<file path="src/rtl/apm_pkg.sv">
// Purpose: shared constants and types of the converter power-mode host
// Assumes: 50 MHz system clock
// Notes:   times are kept as printed, cycle counts derived from them
package apm_pkg;

  localparam int unsigned CLK_PERIOD_NS = 20;
  localparam int unsigned T_QUIET_NS    = 60;
  localparam int unsigned T_RELEASE_NS  = 35;
  localparam int unsigned T_PWRUP_NS    = 1000;
  localparam int unsigned T_SCLK_MIN_NS = 100;

  // least times round up to whole cycles
  localparam int unsigned QUIET_CYC   = (T_QUIET_NS + CLK_PERIOD_NS - 1) / CLK_PERIOD_NS;
  localparam int unsigned RELEASE_CYC = (T_RELEASE_NS + CLK_PERIOD_NS - 1) / CLK_PERIOD_NS;
  localparam int unsigned PWRUP_CYC   = (T_PWRUP_NS + CLK_PERIOD_NS - 1) / CLK_PERIOD_NS;
  localparam int unsigned HALF_MIN    = (T_SCLK_MIN_NS / 2 + CLK_PERIOD_NS - 1) / CLK_PERIOD_NS;
  localparam int unsigned GAP_CYC     = RELEASE_CYC + QUIET_CYC;

  localparam int unsigned SCLK_HALF_DEF = 4;
  localparam int unsigned FIFO_DEPTH    = 2;

  localparam logic [4:0] FALLS_FULL  = 5'h10;
  localparam logic [4:0] FALLS_AWAKE = 5'h0a;
  localparam logic [4:0] FALLS_SLEEP = 5'h04;
  localparam logic [4:0] FALLS_GLITCH = 5'h02;
  localparam logic [3:0] GAP_LAST    = 4'(GAP_CYC - 1);

  localparam int unsigned FRAME_BITS = 16;
  localparam int unsigned DATA_W     = 12;
  localparam int unsigned LEAD_W     = 4;
  localparam int unsigned RES_W      = DATA_W + 1;

  typedef logic [1:0] apm_op_type;
  localparam apm_op_type OP_CONVERT = 2'h0;
  localparam apm_op_type OP_SLEEP   = 2'h1;
  localparam apm_op_type OP_WAKE    = 2'h2;

  typedef enum logic [1:0] {ST_IDLE, ST_FRAME, ST_GAP} apm_state_type;

endpackage : apm_pkg

</file>
<file path="src/rtl/apm_stream_if.sv">
// Purpose: valid/ready word stream between host modules
// Assumes: one clock domain
// Notes:   word taken when valid and ready are both high
`timescale 1ns/1ps
interface apm_stream_if #(parameter int unsigned W = 13);
  logic         valid;
  logic         ready;
  logic [W-1:0] data;
  modport src (output valid, output data, input ready);
  modport snk (input valid, input data, output ready);
endinterface : apm_stream_if

</file>
<file path="src/rtl/apm_fifo2.sv">
// Purpose: small result buffer with valid/ready on both sides
// Assumes: DEPTH a power of two
// Notes:   read data comes straight from the storage flops
`timescale 1ns/1ps
module apm_fifo2
  import apm_pkg::*;
#(
  parameter int unsigned W     = RES_W,
  parameter int unsigned DEPTH = FIFO_DEPTH
) (
  input  wire logic   clock,
  input  wire logic   reset,
  apm_stream_if.snk   wr,
  apm_stream_if.src   rd
);
  localparam int unsigned AW = (DEPTH > 1) ? $clog2(DEPTH) : 1;

  typedef struct packed {
    logic [DEPTH-1:0][W-1:0] mem;
    logic [AW-1:0]           wp;
    logic [AW-1:0]           rp;
    logic [AW:0]             cnt;
  } apm_fifo_state_type;

  apm_fifo_state_type q, d;
  logic               do_wr;
  logic               do_rd;

  initial begin
    if (DEPTH < 2 || (DEPTH & (DEPTH - 1)) != 0) $error("fifo depth must be a power of two, at least 2");
  end

  assign wr.ready = (q.cnt != (AW+1)'(DEPTH));
  assign rd.valid = (q.cnt != '0);
  assign rd.data  = q.mem[q.rp];
  assign do_wr    = wr.valid && wr.ready;
  assign do_rd    = rd.valid && rd.ready;

  always_comb begin
    d = q;
    if (do_wr) begin
      d.mem[q.wp] = wr.data;
      d.wp        = q.wp + AW'(1);
    end
    if (do_rd) begin
      d.rp = q.rp + AW'(1);
    end
    if (do_wr && !do_rd) begin
      d.cnt = q.cnt + (AW+1)'(1);
    end else if (do_rd && !do_wr) begin
      d.cnt = q.cnt - (AW+1)'(1);
    end
  end

  always_ff @(posedge clock or posedge reset) begin
    if (reset) begin
      q <= '0;
    end else begin
      q <= d;
    end
  end
endmodule : apm_fifo2

</file>
<file path="src/rtl/apm_host.sv">
// Purpose: host that drives the frame and serial clock of a serial converter
// Assumes: device powered from the same supply event as this block's reset
// Notes:   frame and serial clock idle high; results leave through a buffer
`timescale 1ns/1ps
module apm_host
  import apm_pkg::*;
#(
  parameter int unsigned SCLK_HALF = SCLK_HALF_DEF
) (
  input  wire logic              clock,
  input  wire logic              reset,
  input  wire logic              cmd_valid,
  output logic                   cmd_ready,
  input  wire logic [1:0]        cmd_op,
  output logic                   res_valid,
  input  wire logic              res_ready,
  output logic [DATA_W-1:0]      res_data,
  output logic                   res_fmt_err,
  output logic                   dev_powered,
  output logic                   busy,
  output logic                   frame_n,
  output logic                   sclk,
  input  wire logic              result_in
);

  ////////////////////////////////////////////////////////////////////////////
  // state

  typedef struct packed {
    apm_state_type         state;
    apm_op_type            op;
    logic                  boot;
    logic                  pend_conv;
    logic                  powered;
    logic                  frame_n;
    logic                  sclk;
    logic [4:0]            falls;
    logic [3:0]            gap;
    logic [FRAME_BITS-1:0] shreg;
    logic                  sync1;
    logic                  sync2;
    logic                  push;
  } apm_host_state_type;

  localparam apm_host_state_type RESET_STATE = '{
    state: ST_IDLE, op: OP_WAKE, boot: 1'b1, pend_conv: 1'b0, powered: 1'b0,
    frame_n: 1'b1, sclk: 1'b1, falls: 5'h00, gap: 4'h0, shreg: '0,
    sync1: 1'b0, sync2: 1'b0, push: 1'b0};

  apm_host_state_type q, d;
  logic               tick;
  logic [4:0]         target;
  logic               start;
  apm_op_type         start_op;

  // slower serial clocks only add margin to the sampling point
  initial begin
    if (SCLK_HALF < HALF_MIN) $error("serial clock above 10 MHz");
    if (SCLK_HALF < 3) $error("half period too short for the input synchroniser");
    if (2 * SCLK_HALF * 10 < PWRUP_CYC) $error("ten clock falls must span the power-up time");
  end

  apm_stream_if #(.W(RES_W)) push_if ();
  apm_stream_if #(.W(RES_W)) pop_if ();

  apm_tick_div #(.HALF(SCLK_HALF)) u_div (
    .clock  (clock),
    .reset  (reset),
    .enable (q.state == ST_FRAME),
    .tick   (tick)
  );

  apm_fifo2 #(.W(RES_W), .DEPTH(FIFO_DEPTH)) u_fifo (
    .clock (clock),
    .reset (reset),
    .wr    (push_if),
    .rd    (pop_if)
  );

  ////////////////////////////////////////////////////////////////////////////
  // frame sequencer

  // number of clock falls after which the frame is raised
  always_comb begin
    case (q.op)
      OP_CONVERT: target = FALLS_FULL;
      OP_SLEEP:   target = FALLS_SLEEP;
      default:    target = FALLS_AWAKE;
    endcase
  end

  // a convert request while asleep is turned into a dummy wake first
  assign cmd_ready = (q.state == ST_IDLE) && !q.boot && !q.pend_conv && push_if.ready;

  always_comb begin
    start    = 1'b0;
    start_op = OP_WAKE;
    if (q.state == ST_IDLE) begin
      if (q.boot) begin
        start    = 1'b1;
        start_op = OP_WAKE;
      end else if (q.pend_conv) begin
        start    = 1'b1;
        start_op = OP_CONVERT;
      end else if (cmd_valid && cmd_ready) begin
        start = 1'b1;
        if (cmd_op == OP_CONVERT && !q.powered) begin
          start_op = OP_WAKE;
        end else if (cmd_op == OP_CONVERT || cmd_op == OP_SLEEP) begin
          start_op = cmd_op;
        end else begin
          start_op = OP_WAKE;
        end
      end
    end
  end

  always_comb begin
    d       = q;
    d.push  = 1'b0;
    d.sync1 = result_in;
    d.sync2 = q.sync1;
    case (q.state)
      ST_IDLE: begin
        if (start) begin
          d.state     = ST_FRAME;
          d.op        = start_op;
          d.boot      = 1'b0;
          d.pend_conv = (q.pend_conv || q.boot) ? 1'b0
                        : (cmd_op == OP_CONVERT && start_op == OP_WAKE);
          d.frame_n   = 1'b0;
          d.sclk      = 1'b1;
          d.falls     = '0;
        end
      end
      ST_FRAME: begin
        if (tick) begin
          if (q.sclk) begin
            // sample just before the fall moves the device to the next bit
            d.sclk  = 1'b0;
            d.falls = q.falls + 5'h01;
            d.shreg = {q.shreg[FRAME_BITS-2:0], q.sync2};
          end else begin
            d.sclk = 1'b1;
            if (q.falls == target) begin
              d.frame_n = 1'b1;
              d.state   = ST_GAP;
              d.gap     = '0;
              case (q.op)
                OP_CONVERT: begin
                  d.push    = 1'b1;
                  d.powered = 1'b1;
                end
                OP_SLEEP: d.powered = 1'b0;
                default:  d.powered = 1'b1;
              endcase
            end
          end
        end
      end
      ST_GAP: begin
        // release delay plus quiet time before the next frame fall
        d.gap = q.gap + 4'h1;
        if (q.gap == GAP_LAST) begin
          d.state = ST_IDLE;
        end
      end
      default: d.state = ST_IDLE;
    endcase
  end

  always_ff @(posedge clock or posedge reset) begin
    if (reset) begin
      q <= RESET_STATE;
    end else begin
      q <= d;
    end
  end

  ////////////////////////////////////////////////////////////////////////////
  // outputs

  assign push_if.valid = q.push;
  assign push_if.data  = {(q.shreg[FRAME_BITS-1 -: LEAD_W] != '0), q.shreg[DATA_W-1:0]};
  assign pop_if.ready  = res_ready;
  assign res_valid     = pop_if.valid;
  assign res_data      = pop_if.data[DATA_W-1:0];
  assign res_fmt_err   = pop_if.data[DATA_W];
  assign dev_powered   = q.powered;
  assign busy          = (q.state != ST_IDLE) || q.boot || q.pend_conv;
  assign frame_n       = q.frame_n;
  assign sclk          = q.sclk;

  ////////////////////////////////////////////////////////////////////////////
  // checks

  AST_STAY_POWERED: assert property (@(posedge clock) disable iff (reset)
    ($rose(q.frame_n) && $past(q.op) != OP_SLEEP) |-> $past(q.falls) >= FALLS_AWAKE)
    else $error("frame raised before ten clock falls on a powered frame");

  AST_SIXTEEN: assert property (@(posedge clock) disable iff (reset)
    ($rose(q.frame_n) && $past(q.op) == OP_CONVERT) |-> $past(q.falls) == FALLS_FULL && q.push)
    else $error("conversion frame not sixteen clocks or result not pushed");

  AST_SLEEP_WINDOW: assert property (@(posedge clock) disable iff (reset)
    ($rose(q.frame_n) && $past(q.op) == OP_SLEEP)
      |-> $past(q.falls) >= FALLS_GLITCH && $past(q.falls) < FALLS_AWAKE && !q.powered)
    else $error("sleep frame raised outside the power-down window");

  AST_QUIET: assert property (@(posedge clock) disable iff (reset)
    $rose(q.frame_n) |-> q.frame_n [*6])
    else $error("frame fell again before release and quiet time");

  AST_CONV_AWAKE: assert property (@(posedge clock) disable iff (reset)
    ($fell(q.frame_n) && q.op == OP_CONVERT) |-> $past(q.powered))
    else $error("conversion started while device believed asleep");

  AST_BOOT_DUMMY: assert property (@(posedge clock) disable iff (reset)
    ($fell(q.frame_n) && $past(q.boot)) |-> q.op == OP_WAKE)
    else $error("first frame after reset is not a dummy wake");

  AST_WAKE_POWER: assert property (@(posedge clock) disable iff (reset)
    ($rose(q.frame_n) && $past(q.op) == OP_WAKE) |-> q.powered && $past(q.falls) == FALLS_AWAKE)
    else $error("wake frame did not reach ten falls or mark device powered");

  AST_SCLK_IDLE: assert property (@(posedge clock) disable iff (reset)
    q.frame_n |-> q.sclk)
    else $error("serial clock low while frame is high");

  AST_NO_LOSS: assert property (@(posedge clock) disable iff (reset)
    push_if.valid |-> push_if.ready)
    else $error("result pushed into a full buffer");

  // frame shape: each frame opens from rest and counts at most sixteen falls
  AST_FRAME_START: assert property (@(posedge clock) disable iff (reset)
    $fell(q.frame_n) |-> q.sclk && q.falls == 5'h00)
    else $error("frame opened with serial clock low or stale fall count");

  AST_FALLS_MAX: assert property (@(posedge clock) disable iff (reset)
    q.falls <= FALLS_FULL)
    else $error("more than sixteen clock falls in one frame");

  AST_ONLY_CONV_PUSH: assert property (@(posedge clock) disable iff (reset)
    q.push |-> q.op == OP_CONVERT && $rose(q.frame_n))
    else $error("result pushed outside the end of a conversion frame");

  AST_PEND_CONV: assert property (@(posedge clock) disable iff (reset)
    ($fell(q.frame_n) && $past(q.pend_conv)) |-> q.op == OP_CONVERT)
    else $error("frame after a dummy wake is not the held conversion");

  // belief may only move where the device itself decides, at a frame rise
  AST_POWER_AT_RISE: assert property (@(posedge clock) disable iff (reset)
    $changed(q.powered) |-> $rose(q.frame_n))
    else $error("power belief changed away from a frame rise");

  // link lines rest during release and quiet time
  AST_GAP_REST: assert property (@(posedge clock) disable iff (reset)
    (q.state == ST_GAP) |-> q.sclk && q.frame_n)
    else $error("frame or serial clock moved during the gap");

  COV_CONVERT: cover property (@(posedge clock) disable iff (reset)
    $rose(q.frame_n) && $past(q.op) == OP_CONVERT);
  COV_SLEEP: cover property (@(posedge clock) disable iff (reset)
    $rose(q.frame_n) && $past(q.op) == OP_SLEEP);
  COV_WAKE_THEN_CONV: cover property (@(posedge clock) disable iff (reset)
    q.pend_conv && $fell(q.frame_n));
  COV_STALL: cover property (@(posedge clock) disable iff (reset)
    res_valid && !res_ready && !push_if.ready);
  COV_BOOT_WAKE: cover property (@(posedge clock) disable iff (reset)
    $fell(q.frame_n) && $past(q.boot));

endmodule : apm_host

</file>
<file path="src/rtl/apm_tick_div.sv">
// Purpose: serial clock half-period enable divider
// Assumes: enable held high while a frame runs
// Notes:   restarts from zero whenever enable drops
`timescale 1ns/1ps
module apm_tick_div
  import apm_pkg::*;
#(
  parameter int unsigned HALF = SCLK_HALF_DEF
) (
  input  wire logic clock,
  input  wire logic reset,
  input  wire logic enable,
  output logic      tick
);
  localparam int unsigned CW = $clog2(HALF + 1);
  localparam logic [CW-1:0] LAST = CW'(HALF - 1);

  typedef struct packed {
    logic [CW-1:0] cnt;
  } apm_div_state_type;

  apm_div_state_type q, d;

  initial begin
    if (HALF < 1) $error("divider half period must be at least one cycle");
  end

  always_comb begin
    d = q;
    if (!enable || q.cnt == LAST) begin
      d.cnt = '0;
    end else begin
      d.cnt = q.cnt + CW'(1);
    end
  end

  assign tick = enable && (q.cnt == LAST);

  always_ff @(posedge clock or posedge reset) begin
    if (reset) begin
      q <= '0;
    end else begin
      q <= d;
    end
  end
endmodule : apm_tick_div

</file>
<file path="config.mk">
export PLATFORM = sky130hd
export DESIGN_NAME = apm_host
export DESIGN_NICKNAME = d
export VERILOG_FILES = /design/src/rtl/apm_pkg.sv /design/src/rtl/apm_stream_if.sv /design/src/rtl/apm_fifo2.sv /design/src/rtl/apm_host.sv /design/src/rtl/apm_tick_div.sv
export SDC_FILE = /design/constraint.sdc
export NUM_CORES = 1
export LEC_CHECK = 0
export CAP_MARGIN = 20
export CORE_MARGIN = 5
export CORE_UTILIZATION = 50
export CTS_CLUSTER_SIZE = 14
export DETAILED_ROUTE_END_ITERATION = 6
export DONT_BUFFER_PORTS = 1
export PLACE_DENSITY = 0.76
export SYNTH_ARGS = -nofsm -noshare
export SYNTH_HDL_FRONTEND = slang
export SYNTH_HIERARCHICAL = 1
export SYNTH_SLANG_ARGS = --single-unit
</file>
<file path="constraint.sdc">
create_clock -name clock -period 1.86 [get_ports clock]
set_input_delay 0.372 -clock clock [delete_from_list [all_inputs] [get_ports clock]]
set_output_delay 0.372 -clock clock [all_outputs]
set_load 0.005 [all_outputs]
</file>
==> results of run 1 <==
critical path, cell delays in order (launching register included):
cell and delay [ns]:
dfrtp_1 0.41, or4_4 0.57, nor2_2 0.12
layer usage:
layer,vias up,global-route usage (%),routed length [um]
met5,-,0,0
met1,927,17.7,2360
li1,873,-,-
met2,37,23.4,2640
met3,8,5.08,293
met4,0,5.21,68
through the flow:
stage / setup slack (ns) / total power (uW) / setup TNS [ns] / utilization (%) / instance area (um^2)
6_report: 0.0529 / 2740 / 0 / 56.3 / 3560
5_1_grt: -0.00601 / 2870 / -0.00601 / 56.3 / 3560
4_1_cts: 0.00680 / 2790 / 0 / 56.2 / 3550
3_5_place_dp: 0.135 / 1620 / 0 / 53.0 / 3350
3_3_place_gp: 0.155 / 1610 / 0 / 53.0 / 3350
2_1_floorplan: 0.0735 / 1600 / 0 / - / 3240
power groups by stage:
stage / Combinational (uW) / Sequential (uW) / Clock (uW)
2_1_floorplan: 33.8 / 1570 / 0
3_3_place_gp: 45.4 / 1570 / 0
3_5_place_dp: 46.7 / 1570 / 0
4_1_cts: 48.9 / 1540 / 1200
5_1_grt: 56.8 / 1540 / 1270
6_report: 47.7 / 1540 / 1150
cells by family after synthesis:
| logic type | Yosys count | share of synthesized area (%) |
|---|---|---|
| flops | 70 | 54.2 |
| mux | 58 | 22.4 |
| simple gates | 57 | 10.5 |
| compound gates | 24 | 5.33 |
| buf+inv | 18 | 3.63 |
| xor+xnor | 6 | 1.62 |
| fa+ha+maj | 6 | 2.32 |
cells in the final DEF, fill, tap and decap left out, drive strengths merged, types with 3 or more instances in the layout:
master	n
a21o	4
and2	3
and3	3
buf	11
clkbuf	9
clkinv	3
dfrtp	66
dfstp	4
ha	6
inv	11
mux2	56
nand2	11
nand2b	7
nand3	4
nor2	9
nor2b	4
nor3	4
nor3b	3
o21ai	6
o31ai	3
or4	3
xor2	4
final cells by class:
| cell class | instances | area [um^2] |
|---|---|---|
| Tap cell | 77 | 96.3 |
| Inverter | 11 | 41.3 |
| Clock inverter | 6 | 63.8 |
| Fill cell | 530 | 2760 |
| Timing Repair Buffer | 12 | 105 |
| Clock buffer | 9 | 124 |
| Multi-Input combinational cell | 151 | 1370 |
| Sequential cell | 70 | 1760 |
flip-flops by register name (all words and copies together) (netlist names):
signal / count
u_fifo/q: 30
q: 20
push_if.data: 12
dev_powered: 1
frame_n: 1
sclk: 1
u_div/q: 3
push_if.valid: 1
d: 1
final timing paths:
| path | from | to | slack [ns] | cells past startpoint |
|---|---|---|---|---|
| worst max-delay path | q[31] | cmd_ready | 0.05 | 2 |
| worst min-delay path | reset | push_if.data[11] | 0.02 | 2 |
| worst max register to register | u_div/q[0] | push_if.data[0] | 0.16 | 6 |
| worst min register to register | d[1] | q[1] | 0.35 | 0 |
| max in group asynchronous | reset | u_fifo/q[4] | 1.00 | 3 |
| min in group clock | result_in | d[1] | 0.06 | 0 |
synthesized netlist by cell type (all sizes together) (6+ instances only):
library cell / n
dfrtp: 66
mux2: 56
inv: 11
nand2: 11
nor2: 9
nand2b: 7
buf: 6
ha: 6
o21ai: 6
timing repair:
action	4_1_cts	5_1_grt
setup buffers	0	1
endpoints found under the setup margin	1	1
hold buffers	1	0
pin swaps	0	1
gates resized for setup	1	0
hold endpoints to repair	33	0
==> metrics.txt, run 1 <==
clock sinks 70; synth top area cells dfrtp_1, mux2_2, mux2_4; insertion delay to the later sink of the worst-skew pair around 0.34 ns; Final Non-Filler Cells roughly 340; DPL Wire Length about 3700 um; Clk pwr share 42.0%; Pins Over Slew Limit 0; PwrDens between 700 and 800 nW/um^2; largest net degree at the start of global routing 38; Die Ht just over 90 um; share of the synthesized area in the top cell type 51.0%; CP endpoint kind output pin; global-route wire length before repair roughly 9600 um; final hold vios 0; worst setup path class reg2out; final setup fails 0; Post-Place Cells ~320; vias in the first global route 2015; Syn. warnings 6; Rows 29; CTS H-tree lvls 3; WL per Instance about 16 um; Most used DFF post-synth dfrtp_1; largest area contributor in the netlist dfrtp_1; Data arrival, critical path ~1.4 ns; Congestion Overflow GR 0; status completed; minimum clock period approximately 1.8 ns; cell area after synthesis roughly 3200 um^2; Port Buffers 0; Yosys cell types 44; Die X just over 90 um; share of cells above drive strength 1 between 30% and 40%; FFs w/ async S/R, synth 100%; Pre-antenna DRT Iters 4; maximum clock rate between 0.5 and 0.6 GHz; max-capacitance violation count 0; Post-DRT Antenna Nets 0; initial antenna violation count 0; Pint 2150 uW; Max clock buf depth 2; register bit total from synthesis 70; DRC viols 0; Syn Nets about 250; Hold Slack around 0.022 ns; Seq pwr share about 56%; n_diodes 0; EDFF count, synth 0; core area 6310 um^2; wirelength, routed 5370 um; switching pwr 586 uW; Global Route Usage Sum around 14%; Slew headroom about 70%; Setup crit start kind flip-flop; root buffer cell clkbuf_8; Logic pwr share between 1.5 and 2%; Clock Skews roughly 0.009 ns; Final nets 268; routed vias ~1800; Sw Ratio 21.4%; CTS Buf Count 9; Req. time, crit path 1.49 ns; slew at the pin closest to its max-slew limit 0.453 ns; post-synthesis sequential area ratio between 50% and 60%; Worst Path Max Fanout 4; area grow syn2layout 9.73%; Initial Utilization a little over 50%; DIE AREA 8190 um^2; CTS tree built; I/O pin count 26; Min-Delay Path Class in2async; crit share post-route 97.2%; vias per cell around 5.5; routability congestion estimate 0.814; peak supply drop approximately 630 uV; Synth Instances between 200 and 250; DR iter-0 viols 83; clk slew on worst S/H paths 0.08 ns; Mapped Avg Cell Area 13.6 um^2; static leakage 0.00170 uW
(Power assumes the default switching activity.)
==> run 2, diff against run 1 <==
==> constraint.sdc (replaced) <==
create_clock -name clock -period 1.86 [get_ports clock]
set_input_delay 0.093 -clock clock [delete_from_list [all_inputs] [get_ports clock]]
set_output_delay 0.093 -clock clock [all_outputs]
set_load 0.005 [all_outputs]
==> run 2 against run 1 <==
Effect of this change: register-to-register slack worse by 0.03 ns; combinational power is 11% higher; cell count is 0.89% higher; cell area is 1.2% higher; sequential power hardly changed; wire length is 0.82% lower; non-clock buffer count is 2 higher; count of clock-buffer cells in the layout is 1 higher; die area stayed put; total power is 3.6% higher; clock power is 8% higher; clock skew is 0.0014 ns higher.
==> metrics.txt, run 2 (synthesis gave the netlist of run 1 again) <==
status completed; vias in the first global route 2061 (+2.3%); Max clock buf depth 2 (unchanged); r2r startpoint u_div/q[0]; Final nets 270 (+0.75%); Die Ht 90.5 um (unchanged); Clock Skews 0.0102 ns (+0.00141 ns); routed vias 1821 (-1.3%); area grow syn2layout 11.0%; core area 6310 um^2 (unchanged); CTS Buf Count 9 (unchanged); Post-Place Cells 318 (-0.31%); PwrDens 789 nW/um^2 (+2.4%); DR iter-0 viols 83 (unchanged); minimum clock period 1.73 ns (-0.0729 ns); largest incremental delay on the critical path 0.39 ns (-0.18 ns); crit share post-route 93.2% (-3.9 points); CTS H-tree lvls 3 (unchanged); commonest non-fill, non-tap cells in the layout dfrtp_1, mux2_2, mux2_4, inv_1, nand2_1; Die X 90.5 um (unchanged); worst setup path class reg2reg; Hold Slack 0.0994 ns (+0.0775 ns); commonest non-fill, non-tap cell in the layout dfrtp_1; slew at the pin closest to its max-slew limit 0.603 ns (+0.150 ns); final setup fails 0 (unchanged); final hold vios 0 (unchanged); Post-CTS Setup Inserts 0 (unchanged); CTS tree built; global-route wire length before repair 9930 um (+3.7%); R2R Setup Slk 0.13 ns (-0.03 ns); slowest library cell on the worst path dfrtp_1; Global Route Usage Sum 15.0% (+0.52 points); Final Non-Filler Cells 339 (+0.89%); DRC viols 0 (unchanged); DIE AREA 8190 um^2 (unchanged); initial antenna violation count 0 (unchanged); n_diodes 0 (unchanged); Min-Delay Path Class in2async; WL per Instance 15.7 um (-1.7%); insertion delay to the later sink of the worst-skew pair 0.34 ns (about the same); PnR Total Power 2840 uW (+3.6%); max FFs per register 30 (unchanged); Pre-antenna DRT Iters 4 (unchanged); largest net degree at the start of global routing 38 (unchanged); Req. time, crit path 2.10 ns (+0.61 ns); Pins Over Slew Limit 0 (unchanged); Setup crit start kind flip-flop; Post-DRT Antenna Nets 0 (unchanged); FF-to-FF path depth 7 (+1); maximum clock rate 0.577 GHz (+4.2%); root buffer cell clkbuf_8; clock sinks 70 (unchanged); unrepaired setup endpoints after global routing no; routability congestion estimate 0.811 (-0.33%); TNS Setup 0 ns (unchanged); Top reg by flops u_fifo/q; CP Cell Sequence ha_1 > ha_1 > and2_2 > o2111ai_1 > nor3_2 > buf_4 > o31ai_1; I/O pin count 26 (unchanged); CP endpoint kind flip-flop; DPL Wire Length 3610 um (-2.8%); Congestion Overflow GR 0 (unchanged); clk slew on worst S/H paths 0.08 ns (about the same); Rows 29 (unchanged); Worst Path Max Fanout 6 (+2); Slew headroom 59.8% (-10 points); max-capacitance violation count 0 (unchanged); Initial Utilization 51.3% (unchanged); wirelength, routed 5320 um (-0.82%); peak supply drop 647 uV (+2.5%); vias per cell 5.37 (-2.2%); Data arrival, critical path 1.97 ns (+0.53 ns); Port Buffers 0 (unchanged); static leakage 0.00172 uW (+1.1%); share of cells above drive strength 1 36.3% (-1.2 points); worst r2r dst q[20]; crit-path most repeated cell ha_1
## run 2: critical path, delay by kind of cell (launching register included)
| family | cells | cell delay [ns] |
|---|---|---|
| flip-flops | 1 | 0.39 |
| adder cells (fa/ha/maj) | 2 | 0.42 |
| AO/OA/AOI/OAI | 2 | 0.38 |
| AND/OR/NAND/NOR | 2 | 0.30 |
| buffers and inverters | 1 | 0.16 |
## run 2: worst max path at each step
stage / from / endpoint / slack [ns] / cells past startpoint
after floorplan: u_div/q[0] / push_if.data[0] / 0.07 / 6
after global placement: q[36] / push_if.valid / 0.16 / 7
after detailed placement: u_div/q[0] / q[20] / 0.12 / 7
after CTS: u_div/q[0] / q[20] / 0.09 / 7
after global routing: u_div/q[0] / q[20] / 0.01 / 7
final: u_div/q[0] / q[20] / 0.13 / 7
## run 2: layer usage
metal  wire length (um)  global-route usage (%)  up-vias
met3                283                    6.50        8
li1                   -                       -      873
met4                 65                    4.71        0
met5                  0                       0        -
met1               2310                    18.4      907
met2               2670                    23.7       33
## run 2: power breakdown
part	switching (uW)	internal [uW]	total (uW)
sequential	8.69	1530	1540
clock	580	665	1240
combinational	34.8	18.2	53.0
total	623	2210	2840
## run 2: per-stage QoR
stage	util, %	setup WS, ns	instance area [um^2]
after floorplan	-	0.0735	3240
after global placement	52.9	0.157	3340
after detailed placement	52.9	0.118	3340
after CTS	57.0	0.0927	3600
after global routing	57.0	0.0107	3600
final	57.0	0.126	3600
## run 2: area by class of cell
type / instances / area (um^2)
Clock buffer: 10 / 138
Multi-Input combinational cell: 151 / 1370
Inverter: 11 / 41.3
Fill cell: 498 / 2720
Sequential cell: 70 / 1760
Tap cell: 77 / 96.3
Clock inverter: 6 / 68.8
Timing Repair Buffer: 14 / 130
## run 2: timing repair
item | in CTS | in global routing
hold buffers | 5 | 0
gates resized for setup | 0 | 0
hold endpoints to repair | 69 | 0
